File: config.mk
export PLATFORM = sky130hd
export DESIGN_NAME = shared_parallel_io_port
export DESIGN_NICKNAME = d
export VERILOG_FILES = /design/src/verilog/pio_port_pkg.sv /design/src/verilog/shared_parallel_io_port.sv /design/src/verilog/pin_sync.sv /design/src/verilog/pin_mux.sv
export SDC_FILE = /design/constraint.sdc
export NUM_CORES = 1
export LEC_CHECK = 0
export ABC_AREA = 1
export BUFFER_PORTS_ARGS = -buffer_cell sky130_fd_sc_hd__buf_2
export CORE_MARGIN = 2
export CORE_UTILIZATION = 52
export CTS_CLUSTER_SIZE = 14
export DETAILED_ROUTE_END_ITERATION = 12
export PLACE_DENSITY_LB_ADDON = 0.3
export SLEW_MARGIN = 20
export SYNTH_ARGS = -nofsm -noshare
export SYNTH_HDL_FRONTEND = slang
export SYNTH_SLANG_ARGS = --single-unit
export TNS_END_PERCENT = 5
File: constraint.sdc
create_clock -name pclk -period 1.57 [get_ports pclk]
set_clock_uncertainty 0.2 [all_clocks]
set_input_delay 0.0785 -clock pclk [delete_from_list [all_inputs] [get_ports pclk]]
set_output_delay 0.0785 -clock pclk [all_outputs]
set_load 0.005 [all_outputs]
File: src/verilog/pio_port_pkg.sv
/*
 * Package for the shared parallel I/O port: register offsets, reset
 * values, field positions and APB access kinds.
 * Assumes a 32-bit APB bus with word-aligned registers.
 */
package pio_port_pkg;

  // -------------------------------------------------------------------
  // port geometry
  // -------------------------------------------------------------------
  localparam int PORT_WIDTH = 16;

  // -------------------------------------------------------------------
  // register byte offsets
  // -------------------------------------------------------------------
  localparam logic [7:0] OFF_DIRECTION  = 8'h00;
  localparam logic [7:0] OFF_PIN_LEVEL  = 8'h04;
  localparam logic [7:0] OFF_LATCH      = 8'h08;
  localparam logic [7:0] OFF_OPEN_DRAIN = 8'h0c;
  localparam logic [7:0] OFF_CONV1_CFG  = 8'h10;
  localparam logic [7:0] OFF_CONV2_CFG  = 8'h14;
  localparam logic [7:0] OFF_CONV_DIS   = 8'h18;

  // -------------------------------------------------------------------
  // reset values
  // -------------------------------------------------------------------
  localparam logic [15:0] RST_DIRECTION  = 16'hffff;
  localparam logic [15:0] RST_LATCH      = 16'h0000;
  localparam logic [15:0] RST_OPEN_DRAIN = 16'h0000;
  localparam logic [15:0] RST_CONV_CFG   = 16'h0000;
  localparam logic [1:0]  RST_CONV_DIS   = 2'h0;

  // -------------------------------------------------------------------
  // converter disable field positions
  // -------------------------------------------------------------------
  localparam int FIRST_DIS_BIT  = 0;
  localparam int SECOND_DIS_BIT = 1;

  // -------------------------------------------------------------------
  // apb access kinds
  // -------------------------------------------------------------------
  typedef enum logic [1:0] {
    ACC_IDLE  = 2'b00,
    ACC_READ  = 2'b01,
    ACC_WRITE = 2'b10
  } access_t;

endpackage : pio_port_pkg

File: src/verilog/shared_parallel_io_port.sv
/*
 * Shared parallel I/O port with APB register access.
 * Assumes APB master per protocol; pins asynchronous.
 */
// Register access over APB and the address map were chosen for this implementation.
// Operation
// - enabled driving peripheral owns the pin
// - idle enabled peripheral leaves pin to port
// - port output never loops into peripheral
// - direction one is input, zero output
// - reset sets every direction bit
// - latch register reads and writes latch
// - pin-level read pins, write latch
// - unimplemented bits read as zero, except in open-drain and converter config
// - open-drain bit drives low only
// - cleared config bit is analog, reset analog
// - analog if either converter selects it
// - analog pins read low on pin-level
// - disabled converter config bits ignored
`timescale 1ns/1ps
`default_nettype none

module shared_parallel_io_port
  import pio_port_pkg::*;
#(
  parameter int                    WIDTH       = PORT_WIDTH,
  parameter logic [PORT_WIDTH-1:0] IMPL_MASK   = 16'hffff,
  parameter logic [PORT_WIDTH-1:0] ANALOG_MASK = 16'h00ff
)
(
  input  wire logic             pclk,
  input  wire logic             presetn,
  input  wire logic             psel,
  input  wire logic             penable,
  input  wire logic             pwrite,
  input  wire logic [7:0]       paddr,
  input  wire logic [31:0]      pwdata,
  input  wire logic [3:0]       pstrb,
  output logic      [31:0]      prdata,
  output logic                  pready,
  output logic                  pslverr,
  input  wire logic [WIDTH-1:0] pin_in,
  output logic      [WIDTH-1:0] pin_out,
  output logic      [WIDTH-1:0] pin_oe,
  input  wire logic [WIDTH-1:0] periph_en,
  input  wire logic [WIDTH-1:0] periph_drive,
  input  wire logic [WIDTH-1:0] periph_out,
  output logic      [WIDTH-1:0] periph_in,
  output logic      [WIDTH-1:0] analog_sel
);

  // -------------------------------------------------------------------
  // register state
  // -------------------------------------------------------------------
  logic [WIDTH-1:0] pin_direction_reg;
  logic [WIDTH-1:0] output_latch_reg;
  logic [WIDTH-1:0] open_drain_select_reg;
  logic [WIDTH-1:0] first_converter_pin_config;
  logic [WIDTH-1:0] second_converter_pin_config;
  logic             first_converter_disable_bit;
  logic             second_converter_disable_bit;
  logic [WIDTH-1:0] pins_synced;
  logic [WIDTH-1:0] pin_level_reg;
  logic [WIDTH-1:0] impl;
  logic [WIDTH-1:0] ana;
  logic             acc_done;
  logic             wr_en;
  logic             known;
  logic [31:0]      next_prdata;
  access_t          access;

  assign impl = IMPL_MASK[WIDTH-1:0];
  assign ana  = ANALOG_MASK[WIDTH-1:0];

  // byte-lane merge of a 16-bit register
  function automatic logic [WIDTH-1:0] merge
  (
    input logic [WIDTH-1:0] old,
    input logic [31:0]      wd,
    input logic [3:0]       st
  );
    logic [WIDTH-1:0] r;
    r = old;
    for (int i = 0; i < WIDTH; i++)
    begin
      if (st[i/8])
      begin
        r[i] = wd[i];
      end
    end
    return r;
  endfunction : merge

  // -------------------------------------------------------------------
  // apb decode, zero wait states
  // -------------------------------------------------------------------
  assign pready   = 1'b1;
  assign acc_done = psel & penable;
  assign wr_en    = (access == ACC_WRITE);

  always_comb
  begin
    known = (paddr == OFF_DIRECTION) || (paddr == OFF_PIN_LEVEL) ||
            (paddr == OFF_LATCH) || (paddr == OFF_OPEN_DRAIN) ||
            (paddr == OFF_CONV1_CFG) || (paddr == OFF_CONV2_CFG) ||
            (paddr == OFF_CONV_DIS);
    if (!acc_done)
    begin
      access = ACC_IDLE;
    end
    else if (pwrite)
    begin
      access = ACC_WRITE;
    end
    else
    begin
      access = ACC_READ;
    end
  end

  assign pslverr = acc_done & ~known;

  // -------------------------------------------------------------------
  // direction register
  // -------------------------------------------------------------------
  always_ff @(posedge pclk or negedge presetn)
  begin
    if (!presetn)
    begin
      pin_direction_reg <= RST_DIRECTION[WIDTH-1:0];
    end
    else if (wr_en && paddr == OFF_DIRECTION)
    begin
      pin_direction_reg <= merge(pin_direction_reg, pwdata, pstrb);
    end
  end

  // -------------------------------------------------------------------
  // output latch, written through latch or pin-level address
  // -------------------------------------------------------------------
  always_ff @(posedge pclk or negedge presetn)
  begin
    if (!presetn)
    begin
      output_latch_reg <= RST_LATCH[WIDTH-1:0];
    end
    else if (wr_en && (paddr == OFF_LATCH || paddr == OFF_PIN_LEVEL))
    begin
      output_latch_reg <= merge(output_latch_reg, pwdata, pstrb);
    end
  end

  // -------------------------------------------------------------------
  // open-drain select
  // -------------------------------------------------------------------
  always_ff @(posedge pclk or negedge presetn)
  begin
    if (!presetn)
    begin
      open_drain_select_reg <= RST_OPEN_DRAIN[WIDTH-1:0];
    end
    else if (wr_en && paddr == OFF_OPEN_DRAIN)
    begin
      open_drain_select_reg <= merge(open_drain_select_reg, pwdata, pstrb);
    end
  end

  // -------------------------------------------------------------------
  // analog configuration, cleared (analog) after reset
  // -------------------------------------------------------------------
  always_ff @(posedge pclk or negedge presetn)
  begin
    if (!presetn)
    begin
      first_converter_pin_config  <= RST_CONV_CFG[WIDTH-1:0];
      second_converter_pin_config <= RST_CONV_CFG[WIDTH-1:0];
    end
    else if (wr_en && paddr == OFF_CONV1_CFG)
    begin
      first_converter_pin_config <= merge(first_converter_pin_config,
                                          pwdata, pstrb);
    end
    else if (wr_en && paddr == OFF_CONV2_CFG)
    begin
      second_converter_pin_config <= merge(second_converter_pin_config,
                                           pwdata, pstrb);
    end
  end

  // converter module disable bits
  always_ff @(posedge pclk or negedge presetn)
  begin
    if (!presetn)
    begin
      first_converter_disable_bit  <= RST_CONV_DIS[FIRST_DIS_BIT];
      second_converter_disable_bit <= RST_CONV_DIS[SECOND_DIS_BIT];
    end
    else if (wr_en && paddr == OFF_CONV_DIS && pstrb[0])
    begin
      first_converter_disable_bit  <= pwdata[FIRST_DIS_BIT];
      second_converter_disable_bit <= pwdata[SECOND_DIS_BIT];
    end
  end

  // -------------------------------------------------------------------
  // analog selection per pin
  // -------------------------------------------------------------------
  always_comb
  begin
    analog_sel = ana &
      ((~first_converter_pin_config &
        {WIDTH{~first_converter_disable_bit}}) |
       (~second_converter_pin_config &
        {WIDTH{~second_converter_disable_bit}}));
  end

  // -------------------------------------------------------------------
  // pin synchroniser and output mux
  // -------------------------------------------------------------------
  pin_sync #(.WIDTH(WIDTH)) u_sync
  (
    .pclk     (pclk),
    .presetn  (presetn),
    .async_in (pin_in),
    .sync_out (pins_synced)
  );

  pin_mux #(.WIDTH(WIDTH)) u_mux
  (
    .direction    (pin_direction_reg),
    .latch        (output_latch_reg),
    .open_drain   (open_drain_select_reg),
    .implemented  (impl),
    .periph_en    (periph_en),
    .periph_drive (periph_drive),
    .periph_out   (periph_out),
    .pin_in       (pin_in),
    .pin_out      (pin_out),
    .pin_oe       (pin_oe),
    .periph_in    (periph_in)
  );

  // analog pins and missing bits read low
  assign pin_level_reg = pins_synced & ~analog_sel & impl;

  // -------------------------------------------------------------------
  // read data mux, registered
  // -------------------------------------------------------------------
  always_comb
  begin
    next_prdata = 32'h0000_0000;
    case (paddr)
      OFF_DIRECTION:  next_prdata[WIDTH-1:0] = pin_direction_reg & impl;
      OFF_PIN_LEVEL:  next_prdata[WIDTH-1:0] = pin_level_reg;
      OFF_LATCH:      next_prdata[WIDTH-1:0] = output_latch_reg & impl;
      OFF_OPEN_DRAIN: next_prdata[WIDTH-1:0] = open_drain_select_reg;
      OFF_CONV1_CFG:  next_prdata[WIDTH-1:0] = first_converter_pin_config;
      OFF_CONV2_CFG:  next_prdata[WIDTH-1:0] = second_converter_pin_config;
      OFF_CONV_DIS:
      begin
        next_prdata[FIRST_DIS_BIT]  = first_converter_disable_bit;
        next_prdata[SECOND_DIS_BIT] = second_converter_disable_bit;
      end
      default:        next_prdata = 32'h0000_0000;
    endcase
  end

  // capture read data in setup phase so it stands during access
  always_ff @(posedge pclk or negedge presetn)
  begin
    if (!presetn)
    begin
      prdata <= 32'h0000_0000;
    end
    else if (psel && !penable && !pwrite)
    begin
      prdata <= next_prdata;
    end
  end

  // -------------------------------------------------------------------
  // checks
  // -------------------------------------------------------------------
  dir_reset_a: assert property (@(posedge pclk) disable iff (!presetn)
    $rose(presetn) |-> pin_direction_reg == RST_DIRECTION[WIDTH-1:0])
    else $error("direction not input after reset");

  owner_a: assert property (@(posedge pclk) disable iff (!presetn)
    (periph_en & periph_drive & ~open_drain_select_reg) != '0 |->
    ((pin_out ^ periph_out) & periph_en & periph_drive &
     ~open_drain_select_reg) == '0)
    else $error("peripheral lost pin ownership");

  port_drive_a: assert property (@(posedge pclk) disable iff (!presetn)
    ((~(periph_en & periph_drive) & ~pin_direction_reg & impl &
      ~open_drain_select_reg & ~pin_oe) == '0))
    else $error("port output not driven");

  input_off_a: assert property (@(posedge pclk) disable iff (!presetn)
    ((pin_direction_reg & ~(periph_en & periph_drive) & pin_oe) == '0))
    else $error("input pin driven");

  no_loop_a: assert property (@(posedge pclk) disable iff (!presetn)
    ((periph_in & ~(periph_en & periph_drive) &
      ~pin_direction_reg & impl) == '0))
    else $error("port output looped to peripheral");

  od_high_a: assert property (@(posedge pclk) disable iff (!presetn)
    ((open_drain_select_reg & pin_oe & pin_out) == '0))
    else $error("open drain drove high");

  latch_write_a: assert property (@(posedge pclk) disable iff (!presetn)
    (wr_en && paddr == OFF_PIN_LEVEL && pstrb == 4'hf) |=>
    output_latch_reg == $past(pwdata[WIDTH-1:0]))
    else $error("pin-level write missed latch");

  analog_low_a: assert property (@(posedge pclk) disable iff (!presetn)
    psel && !penable && !pwrite && paddr == OFF_PIN_LEVEL |=>
    (prdata[WIDTH-1:0] & $past(analog_sel)) == '0)
    else $error("analog pin read high");

  conv_off_a: assert property (@(posedge pclk) disable iff (!presetn)
    first_converter_disable_bit && second_converter_disable_bit |->
    analog_sel == '0)
    else $error("disabled converter kept analog");

  unimpl_a: assert property (@(posedge pclk) disable iff (!presetn)
    ((pin_level_reg | pin_oe) & ~impl & ~(periph_en & periph_drive)) == '0)
    else $error("unimplemented bit active");

endmodule : shared_parallel_io_port
`default_nettype wire

File: src/verilog/pin_sync.sv
/*
 * Two-stage synchroniser for a vector of pin levels.
 * Assumes pins are asynchronous; only the second stage is used outside.
 */
`timescale 1ns/1ps
`default_nettype none

module pin_sync
  import pio_port_pkg::*;
#(
  parameter int WIDTH = PORT_WIDTH
)
(
  input  wire logic             pclk,
  input  wire logic             presetn,
  input  wire logic [WIDTH-1:0] async_in,
  output logic      [WIDTH-1:0] sync_out
);

  logic [WIDTH-1:0] meta;

  // -------------------------------------------------------------------
  // two flops in series
  // -------------------------------------------------------------------
  always_ff @(posedge pclk or negedge presetn)
  begin
    if (!presetn)
    begin
      meta     <= '0;
      sync_out <= '0;
    end
    else
    begin
      meta     <= async_in;
      sync_out <= meta;
    end
  end

endmodule : pin_sync
`default_nettype wire

File: src/verilog/pin_mux.sv
/*
 * Per-pin output multiplexer: peripheral or port owns each pin driver,
 * open-drain shaping, and loop-through blocking on peripheral input.
 * Assumes peripheral enable/drive signals are synchronous to pclk.
 */
`timescale 1ns/1ps
`default_nettype none

module pin_mux
  import pio_port_pkg::*;
#(
  parameter int WIDTH = PORT_WIDTH
)
(
  input  wire logic [WIDTH-1:0] direction,
  input  wire logic [WIDTH-1:0] latch,
  input  wire logic [WIDTH-1:0] open_drain,
  input  wire logic [WIDTH-1:0] implemented,
  input  wire logic [WIDTH-1:0] periph_en,
  input  wire logic [WIDTH-1:0] periph_drive,
  input  wire logic [WIDTH-1:0] periph_out,
  input  wire logic [WIDTH-1:0] pin_in,
  output logic      [WIDTH-1:0] pin_out,
  output logic      [WIDTH-1:0] pin_oe,
  output logic      [WIDTH-1:0] periph_in
);

  logic [WIDTH-1:0] periph_owns;
  logic [WIDTH-1:0] port_drives;
  logic [WIDTH-1:0] raw_out;
  logic [WIDTH-1:0] raw_en;

  // -------------------------------------------------------------------
  // ownership and drive
  // -------------------------------------------------------------------
  always_comb
  begin
    periph_owns = periph_en & periph_drive;
    port_drives = ~periph_owns & ~direction & implemented;
    raw_en  = periph_owns | port_drives;
    raw_out = (periph_owns & periph_out) | (~periph_owns & latch);
    // open drain: drive only the low level, release the high
    pin_out = raw_out & ~open_drain;
    pin_oe  = raw_en & ~(open_drain & raw_out);
    // peripheral sees the pin only when the port is not driving it
    periph_in = pin_in & ~port_drives;
  end

endmodule : pin_mux
`default_nettype wire

After elaboration in Yosys (flattened, before gate mapping)

Index checks and enable logic that the tools add are counted.

Equality and inequality tests: 7
Reductions and logical operators: 29
Bitwise operators: 28
Mux-type cells: 4

Operator list:

| operator                                       | number |
|---|---|
| AND 16 bit                                     | 9 |
| one-hot mux 14 bit (6 select lines)            | 1 |
| NOT 16 bit                                     | 5 |
| OR 16 bit                                      | 2 |
| == test 8 x 5 -> 1 bit (second input constant) | 3 |
| AND 8 bit                                      | 2 |
| == test 8 x 4 -> 1 bit (second input constant) | 2 |
| NOT 8 -> 16 bit                                | 1 |
| NOT 8 bit                                      | 2 |
| AND reduction 2 bit                            | 8 |
| one-hot mux 2 bit (7 select lines)             | 1 |
| logical AND 1 bit                              | 9 |
| == test 8 x 3 -> 1 bit (second input constant) | 1 |
| logical NOT 8 bit                              | 1 |
| OR 8 bit                                       | 1 |
| logical OR 1 bit                               | 7 |
| AND reduction 3 bit                            | 2 |
| two-way mux 2 bit                              | 2 |
| NOT 1 bit                                      | 4 |
| AND 1 bit                                      | 2 |
| == test 2 bit (second input constant)          | 1 |
| logical NOT 1 bit                              | 2 |

Bits in registers: 130
Logic and storage cells: 83
Output and inout port bits: 98

Depth between registers and ports, before layout

Gate-level depths: netlist of the first run.

Depth after elaboration: 9
Depth in mapped cells: 11

Modules after synthesis

From an unflattened synthesis of the first run, not the netlist that was laid out.

Cell total of the unflattened synthesis: 858
Area total of the unflattened synthesis: 7056.8 um^2

Modules (own cells, without submodules):

| module                  | cells an instance | instances | sequential area each (um^2) | area each (um^2) |
|---|---|---|---|---|
| shared_parallel_io_port | 650               | 1         | 2472.4                      | 5392.7 |
| pin_mux                 | 176               | 1         | 0.0                         | 863.3 |
| pin_sync                | 32                | 1         | 800.8                       | 800.8 |

Least setup slack after synthesis of the first run

Ideal clock, no wire load.

Path kind: register -> register
Start point: register second_converter_disable_bit
End point: register prdata[0]
Arrival time: 1.051 ns
Stages on the path, launching flop included: 12
Period minus slack after synthesis: 1.368 ns
Library setup time: 0.117 ns
Slack: 0.202 ns
Cell sequence: dfrtp_1 > buf_2 > inv_1 > nand2_1 > nand2_1 > nor2_1 > nand2_1 > nand2_1 > nor2_1 > nand2_1 > nand2_1 > nand2_1

Longest elaborated chain between the ends: 6

RTL lines:

| what                               | RTL line                       | text |
|---|---|---|
| start: declaration                 | shared_parallel_io_port.sv:61  | `logic second_converter_disable_bit;` |
| start signal: assignment           | shared_parallel_io_port.sv:196 | `second_converter_disable_bit <= RST_CONV_DIS[SECOND_DIS_BIT];` |
| start signal: assignment           | shared_parallel_io_port.sv:201 | `second_converter_disable_bit <= pwdata[SECOND_DIS_BIT];` |
| NOT 1 bit                          | shared_parallel_io_port.sv:214 | `{WIDTH{~second_converter_disable_bit}}));` |
| AND 8 bit                          | shared_parallel_io_port.sv:213 | `(~second_converter_pin_config &` |
| OR 8 bit                           | shared_parallel_io_port.sv:212 | `{WIDTH{~first_converter_disable_bit}}) \|` |
| net analog_sel[0]                  | shared_parallel_io_port.sv:49  | `output logic [WIDTH-1:0] analog_sel` |
| NOT 8 -> 16 bit                    | shared_parallel_io_port.sv:244 | `assign pin_level_reg = pins_synced & ~analog_sel & impl;` |
| AND 16 bit                         | shared_parallel_io_port.sv:244 |  |
| one-hot mux 2 bit (7 select lines) | shared_parallel_io_port.sv:252 | `case (paddr)` |
| end signal: assignment             | shared_parallel_io_port.sv:277 | `prdata <= next_prdata;` |
| end: declaration                   | shared_parallel_io_port.sv:39  | `output logic [31:0] prdata,` |

The timed path passes the listed nets, and every way through them passes these cells.
A chain may end at the register's enable or synchronous reset.

Worst setup path after layout of the first run

Start point: register first_converter_disable_bit
End point: output port analog_sel[7]

Longest elaborated chain between the ends: 3

RTL lines:

| what                     | RTL line                       | text |
|---|---|---|
| start: declaration       | shared_parallel_io_port.sv:60  | `logic first_converter_disable_bit;` |
| start signal: assignment | shared_parallel_io_port.sv:195 | `first_converter_disable_bit <= RST_CONV_DIS[FIRST_DIS_BIT];` |
| start signal: assignment | shared_parallel_io_port.sv:200 | `first_converter_disable_bit <= pwdata[FIRST_DIS_BIT];` |
| NOT 1 bit                | shared_parallel_io_port.sv:212 |  |
| AND 8 bit                | shared_parallel_io_port.sv:211 | `((~first_converter_pin_config &` |
| OR 8 bit                 | shared_parallel_io_port.sv:212 |  |
| end: declaration         | shared_parallel_io_port.sv:49  |  |

No other way between the ends.

==> results by group, run 1 <==
Synthesis
  • Largest cells by area after synthesis: dfrtp_1 43%, nand2_1 12%, dfstp_2 6.3%
  • Synth Warn #: 0
  • Avg Cell Area, Syn: 8.10 um^2
  • Area share of the largest cell type after synthesis: 0.429
  • Area leader, netlist: dfrtp_1
  • Synth cell count leaders: 204 x nand2_1, 114 x dfrtp_1, 98 x inv_1
  • Number of distinct library cells after synthesis: 30
  • Asr flop ratio synth: 1.00
  • Top_reg_cell synth: dfrtp_1
  • Syn Std Cell Area: 0.00665 mm^2
  • Register bit total from synthesis: 130
  • Cells after Synth: 820
  • Seq/Total Area, Yosys: 0.493
  • Count leader, synth: nand2_1
  • Number of synthesized flops with an enable pin: 0

STA
  • Post-route clock period utilization: 1.04
  • Slew headroom: 0.524
  • Fin Setup TNS: -0.287 ns
  • Peak Freq: 611 MHz
  • Worst slew pin tran: 0.714 ns
  • Fin. Hold Viols: 0
  • Setup violators final: 6
  • Final worst slack: -0.0676 ns
  • RSZ-0062 raised after global routing: yes
  • Slew Limit Fails: 0
  • Final Critical Period: 1.64 ns

Detailed routing
  • Via count: 6,248
  • Drt drc: 0
  • Routed WL per cell: 14.5 um
  • First drt pass iteration count: 5
  • 1st-iter DRT viols: 368
  • Drt total wl: 17,900 um
  • ANT nets after route: 0
  • DR vias/cell: 5.06

Setup path
  • Worst Path Arrival: 1.36 ns
  • CP required: 1.29 ns
  • Critical Path Source Type: flip-flop
  • Max Fanout on Critical Path: 6
  • Crit Path Class: flip-flop to primary output
  • Worst Setup End Kind: primary output

Global routing
  • First-pass GRT wire length: 27,600 um
  • Antenna violations before repair: 0
  • Gr usage total: 0.267
  • Overflow after GRT: 0
  • Vias in the first global route: 5,697
  • Largest net degree at the start of global routing: 35

Floorplan
  • Starting Density: 0.529
  • DIE HEIGHT: 117 um
  • Core ar.: 0.0126 mm^2
  • I/O pin total: 211
  • Core Rows: 41
  • Die Width: 117 um
  • Die area: 0.0137 mm^2

Placement
  • Dpl ws: -0.0815 ns
  • Routability congestion estimate: 0.803
  • Port Buf Inserts: 167
  • DP Wirelength: 12,300 um
  • Placed Area: 0.00773 mm^2

Clock network
  • Cts bufs inserted: 17
  • Clock sink count: 130
  • Clock Latency Late Sink: 0.41 ns
  • CTS root buf: clkbuf_16
  • CTS tree: built
  • Max Root-Sink Buffers: 2
  • Worst-path clk slew: 0.05 ns
  • H-tree Lvls: 4

Power and ir drop
  • Lkg Pwr: 0.00444 uW
  • PwrDens: 912 mW/mm^2
  • Total Power: 8010 uW
  • Maximum vdd drop: 521 uV

Finish
  • Share of cells above drive strength 1: 0.311
  • Design area: 0.00878 mm^2
  • # fillers: 1,002
  • Area growth from synthesis to layout: 32.1%
  • Final Core Density: 0.699
  • Nets: 1,163
  • Antenna fix cells: 0

Flow run
  • Max-cap violations: 0

Run status
  • Status: complete, but fails checks
  • Failing checks: setup timing

Hold path
  • Worst hold-check path type: input pin to flip-flop
==> final timing paths <==
path	cells after the start	start	slack (ns)	to
setup / recovery	3	first_converter_disable_bit	-0.07	analog_sel[7]
hold / removal	6	psel	0.02	prdata[1]
setup reg to reg	11	first_converter_disable_bit	0.04	prdata[0]
hold reg to reg	0	u_sync.meta[2]	0.14	u_sync.sync_out[2]
max in group asynchronous	3	presetn	0.35	output_latch_reg[6]
min in group asynchronous	2	presetn	0.06	pin_direction_reg[6]
==> kinds of logic after synthesis <==
group / count (synthesis) / share of synthesized area
buf+inv: 153 / 0.113
compound gates: 167 / 0.147
other cells: 2 / 0.00113
simple gates: 368 / 0.246
flops: 130 / 0.493
==> area by class of cell <==
class,count,area (um^2),share of cell area
clock buffers,25,495,0.0564
well taps,172,215,0.0245
multi-input cells,560,2830,0.322
flip-flops and latches,130,3270,0.373
repair buffers,239,1530,0.174
inverters,102,385,0.0439
clock inverters,6,55.1,0.00627
==> critical path: stages, from the launching register on <==
cell and delay (ns):
dfrtp_2 0.48, or2_4 0.26, o21ai_1 0.07, buf_2 0.14
==> per-layer routing <==
layer  GRT usage  vias up  share of wire
met4       0.122        0          0.026
met3      0.0525       40          0.066
li1            -     3042              -
met1       0.362     2909           0.44
met5           0        -              0
met2       0.418      257           0.47
==> layout by cell type, fill, tap and decap left out, types with 23 or more instances in the layout <==
cell and count:
nand3_1 55, o21ai_1 71, nor2_1 70, dfrtp_1 113, a21boi_1 23, o21ai_0 26, buf_4 31, inv_1 87
dlygate4sd3_1 36, nand2_1 200, conb_1 25, buf_2 166
==> repair_timing <==
| action | CTS | global route |
|---|---|---|
| hold endpoints to repair | 230 | 0 |
| hold buffers | 37 | 0 |
| endpoints found under the setup margin | 26 | 104 |
| gates cloned | 0 | 0 |
| pin swaps | 3 | 15 |
| gates resized for setup | 37 | 44 |
| setup buffers | 1 | 0 |
==> power breakdown <==
part | leakage (uW) | switching, uW | total [uW] | internal (uW)
Sequential | 0.00165 | 62.1 | 3540 | 3480
Combinational | 0.00251 | 411 | 792 | 381
Clock | 0.000277 | 1350 | 3670 | 2320
==> metrics by stage <==
stage / instances / hold slack [ns]
6_report: 1234 / 0.0243
3_5_place_dp: 1165 / -0.199
3_3_place_gp: 1165 / -0.204
5_1_grt: 1234 / 0.0439
4_1_cts: 1234 / 0.0193
2_1_floorplan: 843 / -0.417
Note: power is estimated with default switching activity, not from simulation.
==> run 2: changes to the inputs <==
--- a/constraint.sdc
+++ b/constraint.sdc
@@ -3,3 +3,3 @@
 set_input_delay 0.0785 -clock pclk [delete_from_list [all_inputs] [get_ports pclk]]
 set_output_delay 0.0785 -clock pclk [all_outputs]
-set_load 0.005 [all_outputs]
+set_load 0.02 [all_outputs]
==> run 2 against run 1 <==
The flow still finishes with violations (setup timing). Total power increased by 2.0%. Wire length up 1.3%. Worst setup slack lost 0.027 ns. Largest cell class unchanged.
==> results by group, run 2 (same netlist as run 1, synthesis figures left out) <==
Finish
  • Final Core Density: 0.717 (+0.0188)
  • Area growth from synthesis to layout: 35.7%
  • Most frequent cells in the layout: 197 x nand2_1, 113 x dfrtp_1, 110 x buf_2
  • # fillers: 983 (-1.9%)
  • Share of cells above drive strength 1: 0.318 (+0.00723)
  • Nets: 1,163 (unchanged)
  • Most common cell after layout, fill and taps aside: nand2_1

Setup path
  • Max Fanout on Critical Path: 6 (unchanged)
  • Worst reg2reg endpoint: prdata[0]
  • CP required: 1.29 ns (about the same)
  • Reg2Reg Launch Point: first_converter_disable_bit
  • Critical path launch point: first_converter_disable_bit
  • Critical Path Source Type: flip-flop
  • Worst reg-to-reg path cell count: 11 (unchanged)
  • Crit Path Class: flip-flop to primary output
  • R2r setup slk: 0.06 ns (+0.02 ns)
  • Worst Path Arrival: 1.39 ns (+0.03 ns)
  • Worst Setup End Kind: primary output

STA
  • Setup violators final: 17 (+11)
  • Final Critical Period: 1.66 ns (+0.0268 ns)
  • Peak Freq: 601 MHz (-1.6%)
  • Worst slew pin tran: 0.671 ns (-0.0427 ns)
  • Fin. Hold Viols: 0 (unchanged)
  • Fin Setup TNS: -0.583 ns (-0.295 ns)
  • Slew headroom: 0.553 (+0.0285)
  • Slew Limit Fails: 0 (unchanged)
  • Post-route clock period utilization: 1.06 (+0.0170)
  • Hold slack: 0.0110 ns (-0.0132 ns)
  • Final worst slack: -0.0943 ns (-0.0268 ns)
  • RSZ-0062 raised after global routing: yes

Power and ir drop
  • Switching Power: 1990 uW (+9.1%)
  • Sequential cell fraction of total power: 0.433 (-0.009)
  • Maximum vdd drop: 652 uV (+25%)
  • Power share of the clock group: 0.446 (-0.013)
  • Total internal power: 6170 uW (about the same)
  • Power share of the combinational group: 0.121 (+0.022)
  • PwrDens: 906 mW/mm^2 (-0.68%)
  • Lkg Pwr: 0.00451 uW (+1.6%)
  • Switching Share: 0.244 (+0.0158)

Placement
  • Port Buf Inserts: 167 (unchanged)
  • Dpl ws: -0.0852 ns (-0.00367 ns)
  • DP Wirelength: 12,200 um (-1.6%)
  • Routability congestion estimate: 0.819 (+2.0%)

Detailed routing
  • First drt pass iteration count: 5 (unchanged)
  • Routed WL per cell: 14.7 um (+1.2%)
  • ANT nets after route: 0 (unchanged)
  • Drt drc: 0 (unchanged)
  • 1st-iter DRT viols: 383 (+4.1%)
  • DR vias/cell: 5.00 (-1.2%)
  • Drt total wl: 18,200 um (+1.3%)
  • Via count: 6,184 (-1.0%)

Floorplan
  • I/O pin total: 211 (unchanged)
  • Starting Density: 0.529 (unchanged)
  • Die Width: 117 um (unchanged)
  • Core Rows: 41 (unchanged)
  • Die area: 0.0137 mm^2 (unchanged)
  • Core ar.: 0.0126 mm^2 (unchanged)
  • DIE HEIGHT: 117 um (unchanged)

Clock network
  • Worst-path clk slew: 0.05 ns (about the same)
  • Cts bufs inserted: 17 (unchanged)
  • Max Root-Sink Buffers: 2 (unchanged)
  • CTS root buf: clkbuf_16
  • Clock Latency Late Sink: 0.42 ns (about the same)
  • H-tree Lvls: 4 (unchanged)
  • Clock sink count: 130 (unchanged)
  • CTS tree: built

Global routing
  • First-pass GRT wire length: 28,000 um (+1.6%)
  • Vias in the first global route: 5,723 (+0.46%)
  • Overflow after GRT: 0 (unchanged)
  • Antenna violations before repair: 0 (unchanged)
  • Gr usage total: 0.270 (+0.00308)
  • Largest net degree at the start of global routing: 35 (unchanged)

Hold path
  • Hold path depth: 6 (unchanged)
  • Worst Min Path Start: psel
  • Worst hold-check path type: input pin to flip-flop
  • Hold EP: prdata[0]

Run status
  • Status: complete, but fails checks
  • Failing checks: setup timing

Flow run
  • Max-cap violations: 0 (unchanged)
[run 2: cell count changes in the layout (fill, tap and decap cells not counted), sizes merged]
cell    previous run  this run
diode              0         1
clkbuf            25        26
[run 2: power by group through the flow]
stage	registers (uW)	clock network, uW	logic (uW)
after floorplan	3650	0	432
after global placement	3590	0	830
after detailed placement	3590	0	843
after CTS	3540	3660	945
after global routing	3550	3820	1080
final	3540	3640	984
[run 2: final cells by class]
class / count / area, um^2 / area share
Sequential cell: 130 / 3270 / 0.363
Antenna cell: 1 / 2.50 / 0.000278
Clock inverter: 6 / 55.1 / 0.00611
Inverter: 102 / 385 / 0.0427
Multi-Input combinational cell: 560 / 2890 / 0.320
Tap cell: 172 / 215 / 0.0239
Timing Repair Buffer: 239 / 1710 / 0.190
Clock buffer: 26 / 489 / 0.0543
[run 2: timing repair]
item                                    4_1_cts  5_1_grt
setup buffers                                 2        0
endpoints found under the setup margin       43      111
pin swaps                                    19        1
resized for setup                            89       75
endpoints found under the hold margin       230        0
hold buffers                                 37        0
[run 2: layer usage]
| metal | vias up | track usage | part of all wire |
|---|---|---|---|
| li1 | 3034 | - | - |
| met1 | 2852 | 0.367 | 0.43 |
| met2 | 269 | 0.437 | 0.48 |
| met3 | 29 | 0.0484 | 0.068 |
| met4 | 0 | 0.0988 | 0.017 |
| met5 | - | 0 | 0 |
[run 2: metrics by stage]
stage                     power [uW]  std cells  area, um^2
after floorplan                 4080        843        6730
after global placement          4420       1164        7720
after detailed placement        4440       1164        7720
after CTS                       8150       1235        8800
after global routing            8450       1235        9010
final                           8160       1236        9020
[run 2: worst max-delay path, stage by stage (launching register included)]
cell and delay (ns):
dfrtp_2 0.48, buf_6 0.16, inv_4 0.05, nand2_2 0.05
o21ai_2 0.08, buf_6 0.14
[run 2: how the worst max path moves through the flow]
stage / slack (ns) / cells after the start / to
after floorplan: -0.05 / 6 / prdata[3]
after global placement: -0.04 / 9 / output_latch_reg[5]
after detailed placement: -0.09 / 9 / output_latch_reg[5]
after CTS: -0.08 / 5 / analog_sel[1]
after global routing: -0.13 / 5 / analog_sel[1]
final: -0.09 / 5 / analog_sel[1]
==> run 3: changes to the inputs <==
ABC_AREA = not set   (was 1)
CORE_UTILIZATION = 51   (was 52)
==> run 3 against run 2 <==
The flow still finishes with violations (setup timing). First-iteration DRC count decreased by 2.9%. Final cell count decreased by 20%. Highest routed layer unchanged. Via count decreased by 9.5%. Largest cell class unchanged. Sequential cell count unchanged. Count of clock-buffer cells in the layout increased by 4. Sequential power decreased by 1%. Worst hold slack got worse by 0.010 ns. Register-to-register slack got worse by 0.22 ns. Maximum frequency decreased by 3.7%. Critical path type is now flip-flop to flip-flop. Global-route usage increased by 1.5 points. Worst setup slack got worse by 0.063 ns.
==> results by group, run 3 <==
Run status
  • Status: complete, but fails checks
  • Failing checks: setup timing

Detailed routing
  • 1st-iter DRT viols: 372 (-2.9%)
  • DR vias/cell: 5.63 (+13%)
  • Drt total wl: 19,300 um (+6.4%)
  • Via count: 5,596 (-9.5%)
  • Routed WL per cell: 19.5 um (+32%)
  • ANT nets after route: 0 (unchanged)
  • Drt drc: 0 (unchanged)
  • First drt pass iteration count: 5 (unchanged)

Setup path
  • Critical Path Source Type: flip-flop
  • Crit Path Class: flip-flop to flip-flop
  • Worst reg-to-reg path cell count: 5 (-6)
  • Worst Path Arrival: 1.82 ns (+0.43 ns)
  • CP required: 1.66 ns (+0.37 ns)
  • Worst Setup End Kind: flip-flop
  • Max Fanout on Critical Path: 6 (unchanged)

Power and ir drop
  • Total Power: 8400 uW (+2.9%)
  • PwrDens: 909 mW/mm^2 (+0.36%)
  • Maximum vdd drop: 668 uV (+2.4%)
  • Lkg Pwr: 0.00449 uW (-0.40%)

Placement
  • DP Wirelength: 12,900 um (+5.9%)
  • Port Buf Inserts: 167 (unchanged)
  • Routability congestion estimate: 0.846 (+3.3%)
  • Dpl ws: -0.429 ns (-0.344 ns)

STA
  • Final worst slack: -0.157 ns (-0.0632 ns)
  • Fin. Hold Viols: 0 (unchanged)
  • RSZ-0062 raised after global routing: yes
  • Post-route clock period utilization: 1.10 (+0.0402)
  • Worst slew pin tran: 0.665 ns (-0.00564 ns)
  • Hold slack: 0.000949 ns (-0.0101 ns)
  • Peak Freq: 579 MHz (-3.7%)
  • Final Critical Period: 1.73 ns (+0.0632 ns)
  • Setup violators final: 39 (+22)
  • Slew Limit Fails: 0 (unchanged)
  • Slew headroom: 0.556 (+0.00376)

Synthesis
  • Syn Std Cell Area: 0.00650 mm^2 (-2.2%)
  • Top_reg_cell synth: dfrtp_1
  • Cells after Synth: 546 (-33%)
  • Count leader, synth: dfrtp_1
  • Largest cells by area after synthesis: dfrtp_1 44%, mux2_2 15%, dfstp_2 6.5%
  • Synth Warn #: 0 (unchanged)
  • Register bit total from synthesis: 130 (unchanged)
  • Avg Cell Area, Syn: 11.9 um^2 (+47%)
  • Synth cell count leaders: 114 x dfrtp_1, 87 x mux2_2, 36 x mux2i_1
  • Number of distinct library cells after synthesis: 56 (+87%)
  • Number of synthesized flops with an enable pin: 0 (unchanged)
  • Asr flop ratio synth: 1.00 (unchanged)
  • Area share of the largest cell type after synthesis: 0.439 (+0.00984)
  • Seq/Total Area, Yosys: 0.504 (+0.0113)
  • Area leader, netlist: dfrtp_1

Clock network
  • CTS root buf: clkbuf_16
  • Clock Latency Late Sink: 0.42 ns (about the same)
  • Cts bufs inserted: 17 (unchanged)
  • H-tree Lvls: 4 (unchanged)
  • Max Root-Sink Buffers: 2 (unchanged)
  • Clock sink count: 130 (unchanged)
  • CTS tree: built
  • Worst-path clk slew: 0.05 ns (about the same)

Floorplan
  • Die area: 0.0137 mm^2 (-0.32%)
  • Core ar.: 0.0125 mm^2 (-0.41%)
  • Die Width: 117 um (-0.16%)
  • Starting Density: 0.519 (-0.00973)
  • I/O pin total: 211 (unchanged)
  • DIE HEIGHT: 117 um (-0.16%)
  • Core Rows: 41 (unchanged)

Hold path
  • Worst hold-check path type: input pin to async pin

Global routing
  • Gr usage total: 0.285 (+0.0151)
  • Vias in the first global route: 5,583 (-2.4%)
  • Overflow after GRT: 0 (unchanged)
  • Largest net degree at the start of global routing: 63 (+80%)
  • Antenna violations before repair: 0 (unchanged)
  • First-pass GRT wire length: 29,000 um (+3.2%)

Flow run
  • Max-cap violations: 0 (unchanged)

Finish
  • Most common cell after layout, fill and taps aside: buf_2
  • Antenna fix cells: 0 (-1)
  • Most frequent cells in the layout: 123 x buf_2, 114 x dfrtp_1, 87 x buf_4
  • Area growth from synthesis to layout: 42.3%
  • Nets: 922 (-21%)
  • Share of cells above drive strength 1: 0.509 (+0.191)
run 3: cell types whose count changed in the layout (fill, tap and decap cells not counted), sizes merged, moves of 8 or more:
cell,before,now
inv,102,7
or2,16,0
a21boi,28,2
nand3,59,4
buf,202,232
nor2b,0,28
a22oi,16,8
o21ai,118,11
nor2,77,38
mux2,0,87
a21oi,2,32
nand2,214,32
mux2i,0,36
run 3: logic make-up after synthesis:
| group | share of synthesized area |
|---|---|
| simple gates | 0.117 |
| mux | 0.217 |
| flops | 0.504 |
| buf+inv | 0.0485 |
| compound gates | 0.113 |
| other cells | 0.00116 |
run 3: timing repair:
| action | CTS | global route |
|---|---|---|
| endpoints found under the setup margin | 44 | 73 |
| hold buffers | 35 | 0 |
| pin swaps | 6 | 5 |
| setup buffers | 2 | 6 |
| endpoints found under the hold margin | 232 | 0 |
| gates cloned | 1 | 0 |
| resized for setup | 57 | 37 |
run 3: final timing paths:
kind	startpoint	endpoint	slack (ns)
setup / recovery	second_converter_disable_bit	prdata[6]	-0.16
hold / removal	presetn	pin_direction_reg[3]	0.0009
setup reg to reg	second_converter_disable_bit	prdata[6]	-0.16
hold reg to reg	u_sync.meta[3]	u_sync.sync_out[3]	0.15
max in group asynchronous	presetn	prdata[6]	0.45
min in group pclk	pwrite	prdata[14]	0
run 3: metal layers:
| layer | up-vias | share of wire | global-route usage | wire length, um |
|---|---|---|---|---|
| met5 | - | 0 | 0 | 0 |
| met3 | 39 | 0.078 | 0.0705 | 1510 |
| met2 | 290 | 0.50 | 0.464 | 9610 |
| li1 | 2478 | - | - | - |
| met1 | 2789 | 0.41 | 0.380 | 7870 |
| met4 | 0 | 0.018 | 0.0886 | 352 |
run 3: per-stage QoR:
| step | util | std cells | cell area, um^2 | setup TNS (ns) |
|---|---|---|---|---|
| floorplan | - | 569 | 6640 | -15.25 |
| global placement | 0.633 | 919 | 7920 | -26.33 |
| detailed placement | 0.633 | 919 | 7920 | -30.04 |
| CTS | 0.724 | 988 | 9060 | -2.40 |
| global route | 0.738 | 994 | 9240 | -5.58 |
| finish | 0.738 | 994 | 9240 | -2.71 |
run 3: cell type report:
class	count	area (um^2)
clock buffer	30	574
clock inverter	2	35.0
fill	820	3270
inverter	7	26.3
multi-input combinational	386	3180
sequential	130	3270
tap	172	215
timing repair buffer	267	1940
run 3: power by group:
group / internal, uW / total (uW) / switching, uW
Clock: 2600 / 3990 / 1390
Sequential: 3440 / 3490 / 47.8
Combinational: 390 / 917 / 527
Total: 6430 / 8400 / 1970
run 3: worst max-delay path: stages (launching register included):
cell	delay (ns)
dfrtp_1	0.43
buf_2	0.21
o221ai_1	0.22
o32ai_1	0.10
a221oi_1	0.32
o21ai_0	0.11
